--- src/rtl/ild_map.vh ---
// register map, field positions and reset values of the level detector
// assumes a 32-bit classic wishbone slave with word-aligned registers
//
// What this block does
// - input samples may be offset binary or two's complement, set by config
// - gated mode takes one sample per clock while the input enable is high
// - interpolated mode stuffs zeros so the output runs every clock
// - each accepted sample is rectified and a signed threshold is added
// - sums accumulate in a 32-bit accumulator; rectified samples alone cannot overflow it in a period, but large thresholds can make it wrap
// - an 18-bit down-counter of accepted samples sets the period length
// - preload upper 16 bits come from config bits 29-14, lowest two are zero
// - counter runs free-repeating or counts down once and stops
// - free-running counter reloads on its last sample instead of reaching zero, and the result is captured each time
// - a write to the start register starts the counter at any time
// - one cycle after the last sample the upper 23 accumulator bits go to the holding register
// - a restart write never latches; only end of count updates the result
// - each latch sets the result-ready status bit
// - reading the result's most significant byte clears result-ready
// - the result is read as three byte-wide registers
`ifndef ILD_MAP_VH
`define ILD_MAP_VH

// ****************************************
// register byte offsets
// ****************************************
`define ILD_ADDR_CFG      8'h00
`define ILD_ADDR_THRESH   8'h04
`define ILD_ADDR_START    8'h08
`define ILD_ADDR_STATUS   8'h0c
`define ILD_ADDR_LVL0     8'h10
`define ILD_ADDR_LVL1     8'h14
`define ILD_ADDR_LVL2     8'h18

// ****************************************
// configuration fields
// ****************************************
`define ILD_CFG_TWOS      0
`define ILD_CFG_INTERP    1
`define ILD_CFG_FREE      2
`define ILD_CFG_PRE_LO    14
`define ILD_CFG_PRE_HI    29
`define ILD_CFG_RESET     32'h0000_0000
`define ILD_THRESH_RESET  32'h0000_0000

// ****************************************
// status fields
// ****************************************
`define ILD_ST_READY      0
`define ILD_ST_RUN        1

`endif

--- src/rtl/ild_top.v ---
// input level detector with wishbone register access
// assumes a classic wishbone master on ref_clk; samples are synchronous
//
// Our own choices: the register offsets and the Wishbone interface to the registers.
`timescale 1ns/1ps
`default_nettype none
`include "ild_map.vh"

module ild_top #(
  parameter IN_W  = 14,
  parameter ACC_W = 32,
  parameter CNT_W = 18
) (
  input  wire            ref_clk,
  input  wire            rst_n,
  input  wire [IN_W-1:0] sample_in,
  input  wire            input_sample_enable,
  input  wire            wb_cyc_i,
  input  wire            wb_stb_i,
  input  wire            wb_we_i,
  input  wire [7:0]      wb_adr_i,
  input  wire [3:0]      wb_sel_i,
  input  wire [31:0]     wb_dat_i,
  output reg  [31:0]     wb_dat_o,
  output reg             wb_ack_o,
  output reg  [IN_W-1:0] fe_data_ff,
  output reg             fe_valid_ff,
  output reg             result_ready_ff
);

  // ****************************************
  // declarations
  // ****************************************
  reg  [31:0]      cfg_ff;
  reg  [31:0]      thresh_ff;
  reg  [ACC_W-1:0] acc_ff;
  reg  [CNT_W-1:0] cnt_ff;
  reg              run_ff;
  reg  [22:0]      hold_ff;
  reg  [31:0]      nxt_rdata;
  reg  [ACC_W-1:0] nxt_acc;
  reg  [CNT_W-1:0] nxt_cnt;
  reg              nxt_run;
  reg              end_ff;
  wire [IN_W-1:0]  fs_samp;
  wire             fs_vld;
  wire             fs_real;
  wire             bus_req;
  wire             wr_stb;
  wire             rd_stb;
  wire             start_wr;
  wire             msb_rd;
  wire [CNT_W-1:0] preload;
  wire [CNT_W-1:0] load_val;
  wire [ACC_W-1:0] mag_ext;
  wire [ACC_W-1:0] thr_ext;
  wire             take;
  wire             at_end;

  // ****************************************
  // front end
  // ****************************************
  ild_front #(
    .IN_W (IN_W)
  ) u_front (
    .ref_clk             (ref_clk),
    .rst_n               (rst_n),
    .sample_in           (sample_in),
    .input_sample_enable (input_sample_enable),
    .twos_fmt            (cfg_ff[`ILD_CFG_TWOS]),
    .interp_mode         (cfg_ff[`ILD_CFG_INTERP]),
    .samp_ff             (fs_samp),
    .samp_vld_ff         (fs_vld),
    .samp_real_ff        (fs_real)
  );

  // filter-facing stream, registered again so outputs come from flops
  always @(posedge ref_clk or negedge rst_n) begin
    if (!rst_n) begin
      fe_data_ff  <= {IN_W{1'b0}};
      fe_valid_ff <= 1'b0;
    end else begin
      fe_data_ff  <= fs_samp;
      fe_valid_ff <= fs_vld;
    end
  end

  // ****************************************
  // wishbone decode
  // ****************************************
  // ack is given one cycle after the request and dropped the cycle after
  assign bus_req  = wb_cyc_i & wb_stb_i & ~wb_ack_o;
  assign wr_stb   = bus_req & wb_we_i;
  assign rd_stb   = bus_req & ~wb_we_i;
  assign start_wr = wr_stb & (wb_adr_i == `ILD_ADDR_START);
  assign msb_rd   = rd_stb & (wb_adr_i == `ILD_ADDR_LVL2);

  // byte-lane merge, used for both writable registers
  function [31:0] lane_merge;
    input [31:0] old_v;
    input [31:0] new_v;
    input [3:0]  sel;
    integer i;
    begin
      lane_merge = old_v;
      for (i = 0; i < 4; i = i + 1) begin
        if (sel[i]) begin
          lane_merge[i*8 +: 8] = new_v[i*8 +: 8];
        end
      end
    end
  endfunction

  // bit select down to accumulator width; no sign or zero extension is done
  function [ACC_W-1:0] sext;
    input [31:0] v;
    begin
      sext = v[ACC_W-1:0];
    end
  endfunction

  // configuration and threshold registers
  always @(posedge ref_clk or negedge rst_n) begin
    if (!rst_n) begin
      cfg_ff    <= `ILD_CFG_RESET;
      thresh_ff <= `ILD_THRESH_RESET;
    end else if (wr_stb) begin
      if (wb_adr_i == `ILD_ADDR_CFG) begin
        cfg_ff <= lane_merge(cfg_ff, wb_dat_i, wb_sel_i);
      end
      if (wb_adr_i == `ILD_ADDR_THRESH) begin
        thresh_ff <= lane_merge(thresh_ff, wb_dat_i, wb_sel_i);
      end
    end
  end

  // read mux; unmapped offsets read as zero and still ack
  always @* begin
    nxt_rdata = 32'h0000_0000;
    case (wb_adr_i)
      `ILD_ADDR_CFG:    nxt_rdata = cfg_ff;
      `ILD_ADDR_THRESH: nxt_rdata = thresh_ff;
      `ILD_ADDR_STATUS: nxt_rdata = {30'h0000_0000, run_ff,
                                     result_ready_ff};
      `ILD_ADDR_LVL0:   nxt_rdata = {24'h00_0000, hold_ff[7:0]};
      `ILD_ADDR_LVL1:   nxt_rdata = {24'h00_0000, hold_ff[15:8]};
      `ILD_ADDR_LVL2:   nxt_rdata = {24'h00_0000, 1'b0,
                                     hold_ff[22:16]};
      default:          nxt_rdata = 32'h0000_0000;
    endcase
  end

  // bus answer flops
  always @(posedge ref_clk or negedge rst_n) begin
    if (!rst_n) begin
      wb_ack_o <= 1'b0;
      wb_dat_o <= 32'h0000_0000;
    end else begin
      wb_ack_o <= bus_req;
      if (rd_stb) begin
        wb_dat_o <= nxt_rdata;
      end
    end
  end

  // ****************************************
  // level detector datapath
  // ****************************************
  // preload counts groups of four, so the two low bits stay zero
  assign preload = {cfg_ff[`ILD_CFG_PRE_HI:`ILD_CFG_PRE_LO], 2'b00};
  // field is samples/4 plus one, so one group of four comes off on load
  assign load_val = preload - {{(CNT_W-3){1'b0}}, 3'h4};
  // stuffed zeros are not samples: only enabled samples count
  assign take    = fs_vld & fs_real & run_ff;
  // magnitude of the accepted sample, threshold bit-selected to accumulator width
  assign mag_ext = {{(ACC_W-IN_W){1'b0}},
                    fs_samp[IN_W-1] ? (~fs_samp + 1'b1) : fs_samp};
  assign thr_ext = sext(thresh_ff);
  assign at_end  = take & (cnt_ff == {{(CNT_W-1){1'b0}}, 1'b1});

  // counter, run state and accumulator next values
  always @* begin
    nxt_cnt = cnt_ff;
    nxt_run = run_ff;
    nxt_acc = acc_ff;
    if (start_wr) begin
      // restart clears the sum, unless end_ff is set in the same cycle, and never latches it
      nxt_cnt = load_val;
      nxt_run = 1'b1;
      nxt_acc = {ACC_W{1'b0}};
    end else if (take) begin
      nxt_acc = acc_ff + mag_ext + thr_ext;
      nxt_cnt = cnt_ff - 1'b1;
      if (at_end) begin
        if (cfg_ff[`ILD_CFG_FREE]) begin
          nxt_cnt = load_val;
        end else begin
          nxt_run = 1'b0;
        end
      end
    end
  end

  // end-of-count strobe drives the latch one cycle later
  always @(posedge ref_clk or negedge rst_n) begin
    if (!rst_n) begin
      cnt_ff <= {CNT_W{1'b0}};
      run_ff <= 1'b0;
      acc_ff <= {ACC_W{1'b0}};
      end_ff <= 1'b0;
    end else begin
      cnt_ff <= nxt_cnt;
      run_ff <= nxt_run;
      end_ff <= at_end & ~start_wr;
      if (end_ff) begin
        acc_ff <= {ACC_W{1'b0}} + (take ? mag_ext + thr_ext
                                        : {ACC_W{1'b0}});
      end else begin
        acc_ff <= nxt_acc;
      end
    end
  end

  // ****************************************
  // holding register and result-ready flag
  // ****************************************
  // a new result wins over a clearing read in the same cycle
  always @(posedge ref_clk or negedge rst_n) begin
    if (!rst_n) begin
      hold_ff         <= 23'h00_0000;
      result_ready_ff <= 1'b0;
    end else begin
      if (end_ff) begin
        hold_ff         <= acc_ff[ACC_W-1:ACC_W-23];
        result_ready_ff <= 1'b1;
      end else if (msb_rd) begin
        result_ready_ff <= 1'b0;
      end
    end
  end

endmodule

`default_nettype wire

--- src/rtl/ild_front.v ---
// input controller: format conversion, gating and zero stuffing
// assumes samples and the input enable are synchronous to ref_clk
`timescale 1ns/1ps
`default_nettype none

module ild_front #(
  parameter IN_W = 14
) (
  input  wire            ref_clk,
  input  wire            rst_n,
  input  wire [IN_W-1:0] sample_in,
  input  wire            input_sample_enable,
  input  wire            twos_fmt,
  input  wire            interp_mode,
  output reg  [IN_W-1:0] samp_ff,
  output reg             samp_vld_ff,
  output reg             samp_real_ff
);

  wire [IN_W-1:0] tc_sample;

  // offset binary becomes two's complement by flipping the msb
  assign tc_sample = twos_fmt ? sample_in :
                     {~sample_in[IN_W-1], sample_in[IN_W-2:0]};

  // ****************************************
  // gated or zero-stuffed sample stage
  // ****************************************
  // interpolated mode keeps the stream valid every clock with zeros between
  always @(posedge ref_clk or negedge rst_n) begin
    if (!rst_n) begin
      samp_ff      <= {IN_W{1'b0}};
      samp_vld_ff  <= 1'b0;
      samp_real_ff <= 1'b0;
    end else if (interp_mode) begin
      samp_vld_ff  <= 1'b1;
      samp_real_ff <= input_sample_enable;
      samp_ff      <= input_sample_enable ? tc_sample : {IN_W{1'b0}};
    end else begin
      samp_vld_ff  <= input_sample_enable;
      samp_real_ff <= input_sample_enable;
      if (input_sample_enable) begin
        samp_ff <= tc_sample;
      end
    end
  end

endmodule

`default_nettype wire

--- config.mk ---
export PLATFORM = sky130hd
export DESIGN_NAME = ild_top
export DESIGN_NICKNAME = d
export VERILOG_FILES = /design/src/rtl/ild_top.v /design/src/rtl/ild_front.v
export VERILOG_INCLUDE_DIRS = /design/src /design/src/rtl
export SDC_FILE = /design/constraint.sdc
export NUM_CORES = 1
export LEC_CHECK = 0
export BUFFER_PORTS_ARGS = -buffer_cell sky130_fd_sc_hd__buf_2
export CORE_UTILIZATION = 55
export DETAILED_ROUTE_END_ITERATION = 10
export PLACE_DENSITY = 0.77
export SLEW_MARGIN = 0
export SYNTH_ARGS = -nofsm -noshare
export SYNTH_HDL_FRONTEND = slang
export SYNTH_SLANG_ARGS = --single-unit
--- constraint.sdc ---
create_clock -name ref_clk -period 11.9 [get_ports ref_clk]
set_clock_uncertainty 0.15 [all_clocks]
set_input_delay 0.595 -clock ref_clk [delete_from_list [all_inputs] [get_ports ref_clk]]
set_output_delay 0.595 -clock ref_clk [all_outputs]
set_load 0.02 [all_outputs]
# Word-level counts from Yosys, hierarchy flattened
# Index checks and enable logic that the tools add are counted.
[word_totals] in_bits=64 ff_bits=204
[classes] n_reduce_logical=15 n_bitwise=15 eq_ne=8 addsub=6 mux=21
[op_table] op="case mux 32 bit (6 select lines)" n=1
[op_table] op="2-to-1 mux 32 bit" n=4
[op_table] op="2-to-1 mux 18 bit" n=4
[op_table] op="2-to-1 mux 14 bit" n=5
[op_table] op="adder 14 x 32 -> 32 bit" n=1
[op_table] op="adder 32 x 14 -> 32 bit" n=1
[op_table] op="adder 32 bit" n=1
[op_table] op="AND reduction 3 bit" n=9
[op_table] op="== test 8 x 5 -> 1 bit, second input constant" n=3
[op_table] op="== test 18 x 1 -> 1 bit, second input constant" n=1
[op_table] op="subtractor 18 x 1 -> 18 bit, second input constant" n=1
[op_table] op="subtractor 18 x 3 -> 18 bit, second input constant" n=1
[op_table] op="== test 8 x 4 -> 1 bit, second input constant" n=2
[op_table] op="adder 14 x 1 -> 14 bit, second input constant" n=1
[op_table] op="inverter 14 bit" n=1
[op_table] op="AND 1 bit" n=10
[op_table] op="== test 8 x 3 -> 1 bit, second input constant" n=1
[op_table] op="logical NOT 8 bit" n=1
[op_table] op="nonzero test 2 bit" n=4
[op_table] op="2-to-1 mux 1 bit" n=7
[op_table] op="inverter 1 bit" n=4
[op_table] op="nonzero test 3 bit" n=1
[op_table] op="!= test 2 x 1 -> 1 bit, second input constant" n=1

# Logic depth before layout (Yosys ltp)
[depth] depth_word=8 depth_mapped=19 depth_no_buf=19

# By module
# Synthesis repeated with hierarchy kept, for this count alone.
[unflattened] hier_cells=1273 area_unflattened_um2=12165.4
[by_module_without_submodules] mod="ild_top" area_each_um2=11611.1 n_inst=1 seq_area_each_um2=4704.5 cells_per_inst=1238
[by_module_without_submodules] mod="ild_front" area_each_um2=554.3 n_inst=1 seq_area_each_um2=400.4 cells_per_inst=35

# Worst setup path before layout
# No wires, ideal clock.
[synth_timing] kind="register to register" startpoint="reg u_front.samp_ff[5]" endpoint="reg acc_ff[24]" path_buffers=0 path_stages_with_launch=19 required_time_ns=11.618 period_less_slack_ns=4.461 path_slack_ns=7.439 t_arrival_ns=4.180 path_cell_list="dfrtp_1 nor4_1 nand2b_1 or3_1 o31ai_1 xnor2_1 inv_1 fa_1 inv_1 ha_1 a21o_1 a21o_2 a21oi_1 o211ai_2 o21ai_0 o21ai_1 nand3_1 nor4_1 or3b_1"
[synth_between] elab_chain_cells=8 elab_cells_between_ends=10 cone_classes="add/sub: 4; mux: 5; bitwise: 1"
[synth_lines] element="start: declaration" line="ild_front.v:15" rtl="output reg [IN_W-1:0] samp_ff,"
[synth_lines] element="start signal: assignment" line="ild_front.v:32" rtl="samp_ff <= {IN_W{1'b0}};"
[synth_lines] element="start signal: assignment" line="ild_front.v:38" rtl="samp_ff <= input_sample_enable ? tc_sample : {IN_W{1'b0}};"
[synth_lines] element="start signal: assignment" line="ild_front.v:43" rtl="samp_ff <= tc_sample;"
[synth_lines] element="inverter 14 bit" line="ild_top.v:177" rtl="fs_samp[IN_W-1] ? (~fs_samp + 1'b1) : fs_samp};"
[synth_lines] element="adder 14 x 1 -> 14 bit" line="ild_top.v:177"
[synth_lines] element="2-to-1 mux 14 bit *" line="ild_top.v:177"
[synth_lines] element="adder 32 x 14 -> 32 bit" line="ild_top.v:192" rtl="nxt_acc = acc_ff + mag_ext + thr_ext;"
[synth_lines] element="adder 32 bit" line="ild_top.v:192"
[synth_lines] element="2-to-1 mux 32 bit" line="ild_top.v:191" rtl="end else if (take) begin"
[synth_lines] element="2-to-1 mux 32 bit" line="ild_top.v:186" rtl="if (start_wr) begin"
[synth_lines] element="2-to-1 mux 32 bit *" line="ild_top.v:215" rtl="if (end_ff) begin"
[synth_lines] element="end signal: assignment" line="ild_top.v:209" rtl="acc_ff <= {ACC_W{1'b0}};"
[synth_lines] element="end signal: assignment" line="ild_top.v:216" rtl="acc_ff <= {ACC_W{1'b0}} + (take ? mag_ext + thr_ext"
[synth_lines] element="end signal: assignment" line="ild_top.v:219" rtl="acc_ff <= nxt_acc;"
[synth_lines] element="end: declaration" line="ild_top.v:36" rtl="reg [ACC_W-1:0] acc_ff;"
# Mark *: on every way between the ends. The rest lies on a longest branch, timed or not. The select of a mux whose other input is x is not followed.
# A chain may end at the register's enable or synchronous reset.

# Worst setup path in the final report
[layout_timing] startpoint="reg u_front.samp_ff[3]" endpoint="reg acc_ff[24]"
# The elaborated chain is that of the path after synthesis.

==> flow_summary.ini <==
[logic_synthesis]
async_reset_ff_share_pct = 100
synth-seq-cells = 204
syn_inst = 1265
postSynthAreaPerCell_um2 = 9.74
synth_nets = 1410
synthFlopType = dfrtp_1
ys_seq_area_share_pct = 41.4
synth-edff-count = 0
synth.cell_area_um2 = 12300
synth-warning-count = 0
ys_types = 74

[sta]
period_needed_ps = 5280
slew_viol_final = 0
finalSetupTns_ps = 0
slew_headroom_pct = 23.4
setup_violations = 0
timing_hold_violations_final = 0
fmax_mhz = 189
tightest_slew_ps = 1150
finalCritPeriodShare_pct = 44.4
rsz0062_at_grt = false

[setup_path]
crit_buf_inv = 0
end_kind = flip-flop
cp.depth = 15
crit_family = simple AND/OR/NAND/NOR gates
path_class = flip-flop to flip-flop
crit_chain = nor4_1, nand2b_1, or3_1, nor4bb_1, fa_1, ha_1, o21ai_2, a2111oi_4, o311ai_1, o211ai_2, o21ai_0, o21ai_1, nand3_1, nand4_1, or3b_1
reg2reg_depth = 15
critPathArrivalTime_ps = 5520
required_ps = 12140
crit_fanout = 7
crit_slowest_cell = nor4bb_1
cp-start-kind = flip-flop
cp_slowest_stage_delay_ps = 620

[global_route]
grt_max_degree = 78
grt_pass1_vias = 9866
grt_overflow = 0
grt_first_pass_wirelength_um = 52500
grtUsageTotal_pct = 29.3
antenna_found_initial = 0

[layout]
drive_gt1_share_pct = 18.3
nets = 1508
antenna_cells = 0
final-seq-area_um2 = 5100
multiInputGateArea_um2 = 6660
instances_no_fill = 1660
layout_commonest_cell = dfrtp_1
areaGrowthSynthToFinish_pct = 12.8
final_cell_mix = dfrtp_1 (204), nand2_1 (126), buf_2 (111), inv_1 (91), o21ai_0 (87)
n_fill_cell = 1872

[power]
p_switching_uw = 881
power_mw = 2.44
vdd_ir_drop_max_mv = 0.120
power.density_nw_per_um2 = 176
clkPwrFrac_pct = 30.3
p_int_mw = 1.56
leakage_nw = 6.59
p_comb_share_pct = 35.6
switching_share_pct = 36.0
seqPwrFrac_pct = 34.1

[clocking]
cts.sinks = 204
clkLatencyLatePin_ps = 530
cts_setup_buffers = 0
ctsRootBufferMaster = clkbuf_16
numCtsBuffers = 23
h-tree-depth = 1
cts_max_path_buffers = 3
cts_tree = done
cts_hold_buf = 1
cts_resized = 0
path_clk_slew_ps = 60

[floorplan]
pin_count = 113
initial_core_util_pct = 56.3
die-height_um = 152
die_width_um = 152
core_area_um2 = 21900
die-area_um2 = 23000
rows = 54

[detailed_routing]
wl_um = 32700
ant_nets = 0
drtIter0Drc = 708
via_count = 10109
drc = 0
dr.pass1.iters = 5
vias_per_cell = 6.09
wl_per_cell_um = 19.7

[placed_design]
portBuffers = 112
dpl.hpwl_um = 23800
gp_congestion = 0.940
dp_cells = 1617

[status]
status = complete, no violations

[min_path]
hold_path_class = input pin to flip-flop
hold_depth = 3

[run]
drv_cap = 0
[worst reg2reg max path, cell delays in order, from the launching register on]
cell       delay [ps]
dfrtp_1           460
nor4_1            400
nand2b_1          180
or3_1             420
nor4bb_1          620
fa_1              540
ha_1              410
o21ai_2           130
a2111oi_4         380
o311ai_1          180
o211ai_2          190
o21ai_0           210
o21ai_1           300
nand3_1           150
nand4_1           110
or3b_1            350
[Yosys cell counts (5+ instances only)]
library cell  count  share of area (%)
dfrtp_1         204                 41
nand2_1         126                3.8
inv_1            91                2.8
o21ai_0          87                3.5
nor2_1           74                2.3
mux2_2           70                6.4
a21oi_1          69                2.8
ha_1             65                6.6
xnor2_1          42                3.0
clkbuf_1         41                1.2
nand3_1          33                1.3
xor2_1           32                2.3
mux2i_1          31                2.5
o31ai_1          31                1.9
nor3_1           22               0.89
a22o_1           20                1.4
a22oi_1          17                1.0
fa_1             16                2.6
o22ai_1          16               0.81
a21o_1           13               0.79
nor4_1           13               0.66
nand4_1          10               0.51
nor2b_1          10               0.51
and3_1            8               0.41
nand2b_1          8               0.41
a222oi_1          7               0.57
o21a_1            7               0.43
and2_1            6               0.30
or3_1             6               0.30
a211oi_1          5               0.30
a31oi_1           5               0.25
[area by class of cell]
type,count,share of cell area (%)
Clock buffer,28,4.42
Clock inverter,14,1.23
Inverter,91,2.46
Multi-Input combinational cell,921,48.0
Sequential cell,204,36.7
Tap cell,280,2.52
Timing Repair Buffer,122,4.66
[state kept, by name (all words and copies together) (netlist names)]
name                  cells
acc_ff                   32
result_ready_ff           1
thr_ext                  32
wb_dat_o                 32
hold_ff                  23
wb_ack_o                  1
u_front.samp_ff          14
fe_valid_ff               1
u_front.samp_real_ff      1
cnt_ff                   18
fe_data_ff               14
u_front.samp_vld_ff       1
end_ff                    1
run_ff                    1
cfg_ff                   32
[power by group through the flow]
| stage | Clock (mW) | Combinational (mW) | Sequential, mW |
|---|---|---|---|
| final | 0.742 | 0.870 | 0.833 |
| after CTS | 0.753 | 0.861 | 0.830 |
| after global placement | 0 | 0.829 | 0.840 |
| after global routing | 0.778 | 0.974 | 0.841 |
| after detailed placement | 0 | 0.853 | 0.841 |
| after floorplan | 0 | 0.675 | 0.819 |
[through the flow]
stage	worst slack (ps)	instance area, µm²	util (%)	hold slack [ps]
floorplan	7440	12300	-	149
global placement	6950	13100	59.8	228
detailed placement	6760	13100	59.8	234
CTS	6660	13900	63.5	126
global route	6260	13900	63.5	142
finish	6620	13900	63.5	138
[final timing paths]
path | startpoint | endpoint | slack (ps)
min | wb_dat_i[1] | thr_ext[1]$_DFFE_PN0P_ | 140
max | u_front.samp_ff[3]$_DFFE_PN0P_ | acc_ff[24]$_DFFE_PN0P_ | 6620
max reg2reg | u_front.samp_ff[3]$_DFFE_PN0P_ | acc_ff[24]$_DFFE_PN0P_ | 6620
min reg2reg | u_front.samp_vld_ff$_DFF_PN0_ | fe_valid_ff$_DFF_PN0_ | 260
min in group asynchronous | rst_n | fe_data_ff[13]$_DFF_PN0_ | 480
max in group asynchronous | rst_n | wb_dat_o[23]$_DFFE_PN0P_ | 9010
[per-layer routing]
metal  vias up  track usage, %  share of wire (%)  wire length (µm)
li1       4743               -                  -                 -
met4         0            9.90                2.8               920
met3        64            5.21                7.3              2370
met2       346            45.3                 45             14700
met5         -               0                  0                 0
met1      4956            41.6                 45             14700
[cells by family (layout without fill, tap and decap cells)]
logic type               count (synthesis)  count (layout)  synth area share [%]
AND/OR/NAND/NOR                        337             337                  12.8
flip-flops                             204             204                  41.4
AO/OA/AOI/OAI                          328             328                  17.8
XOR/XNOR                                74              74                  5.26
multiplexers                           101             101                  8.92
adder cells (fa/ha/maj)                 81              81                  9.20
buffers and inverters                  140             255                  4.51
No activity file was read; power rests on OpenSTA's default activity.
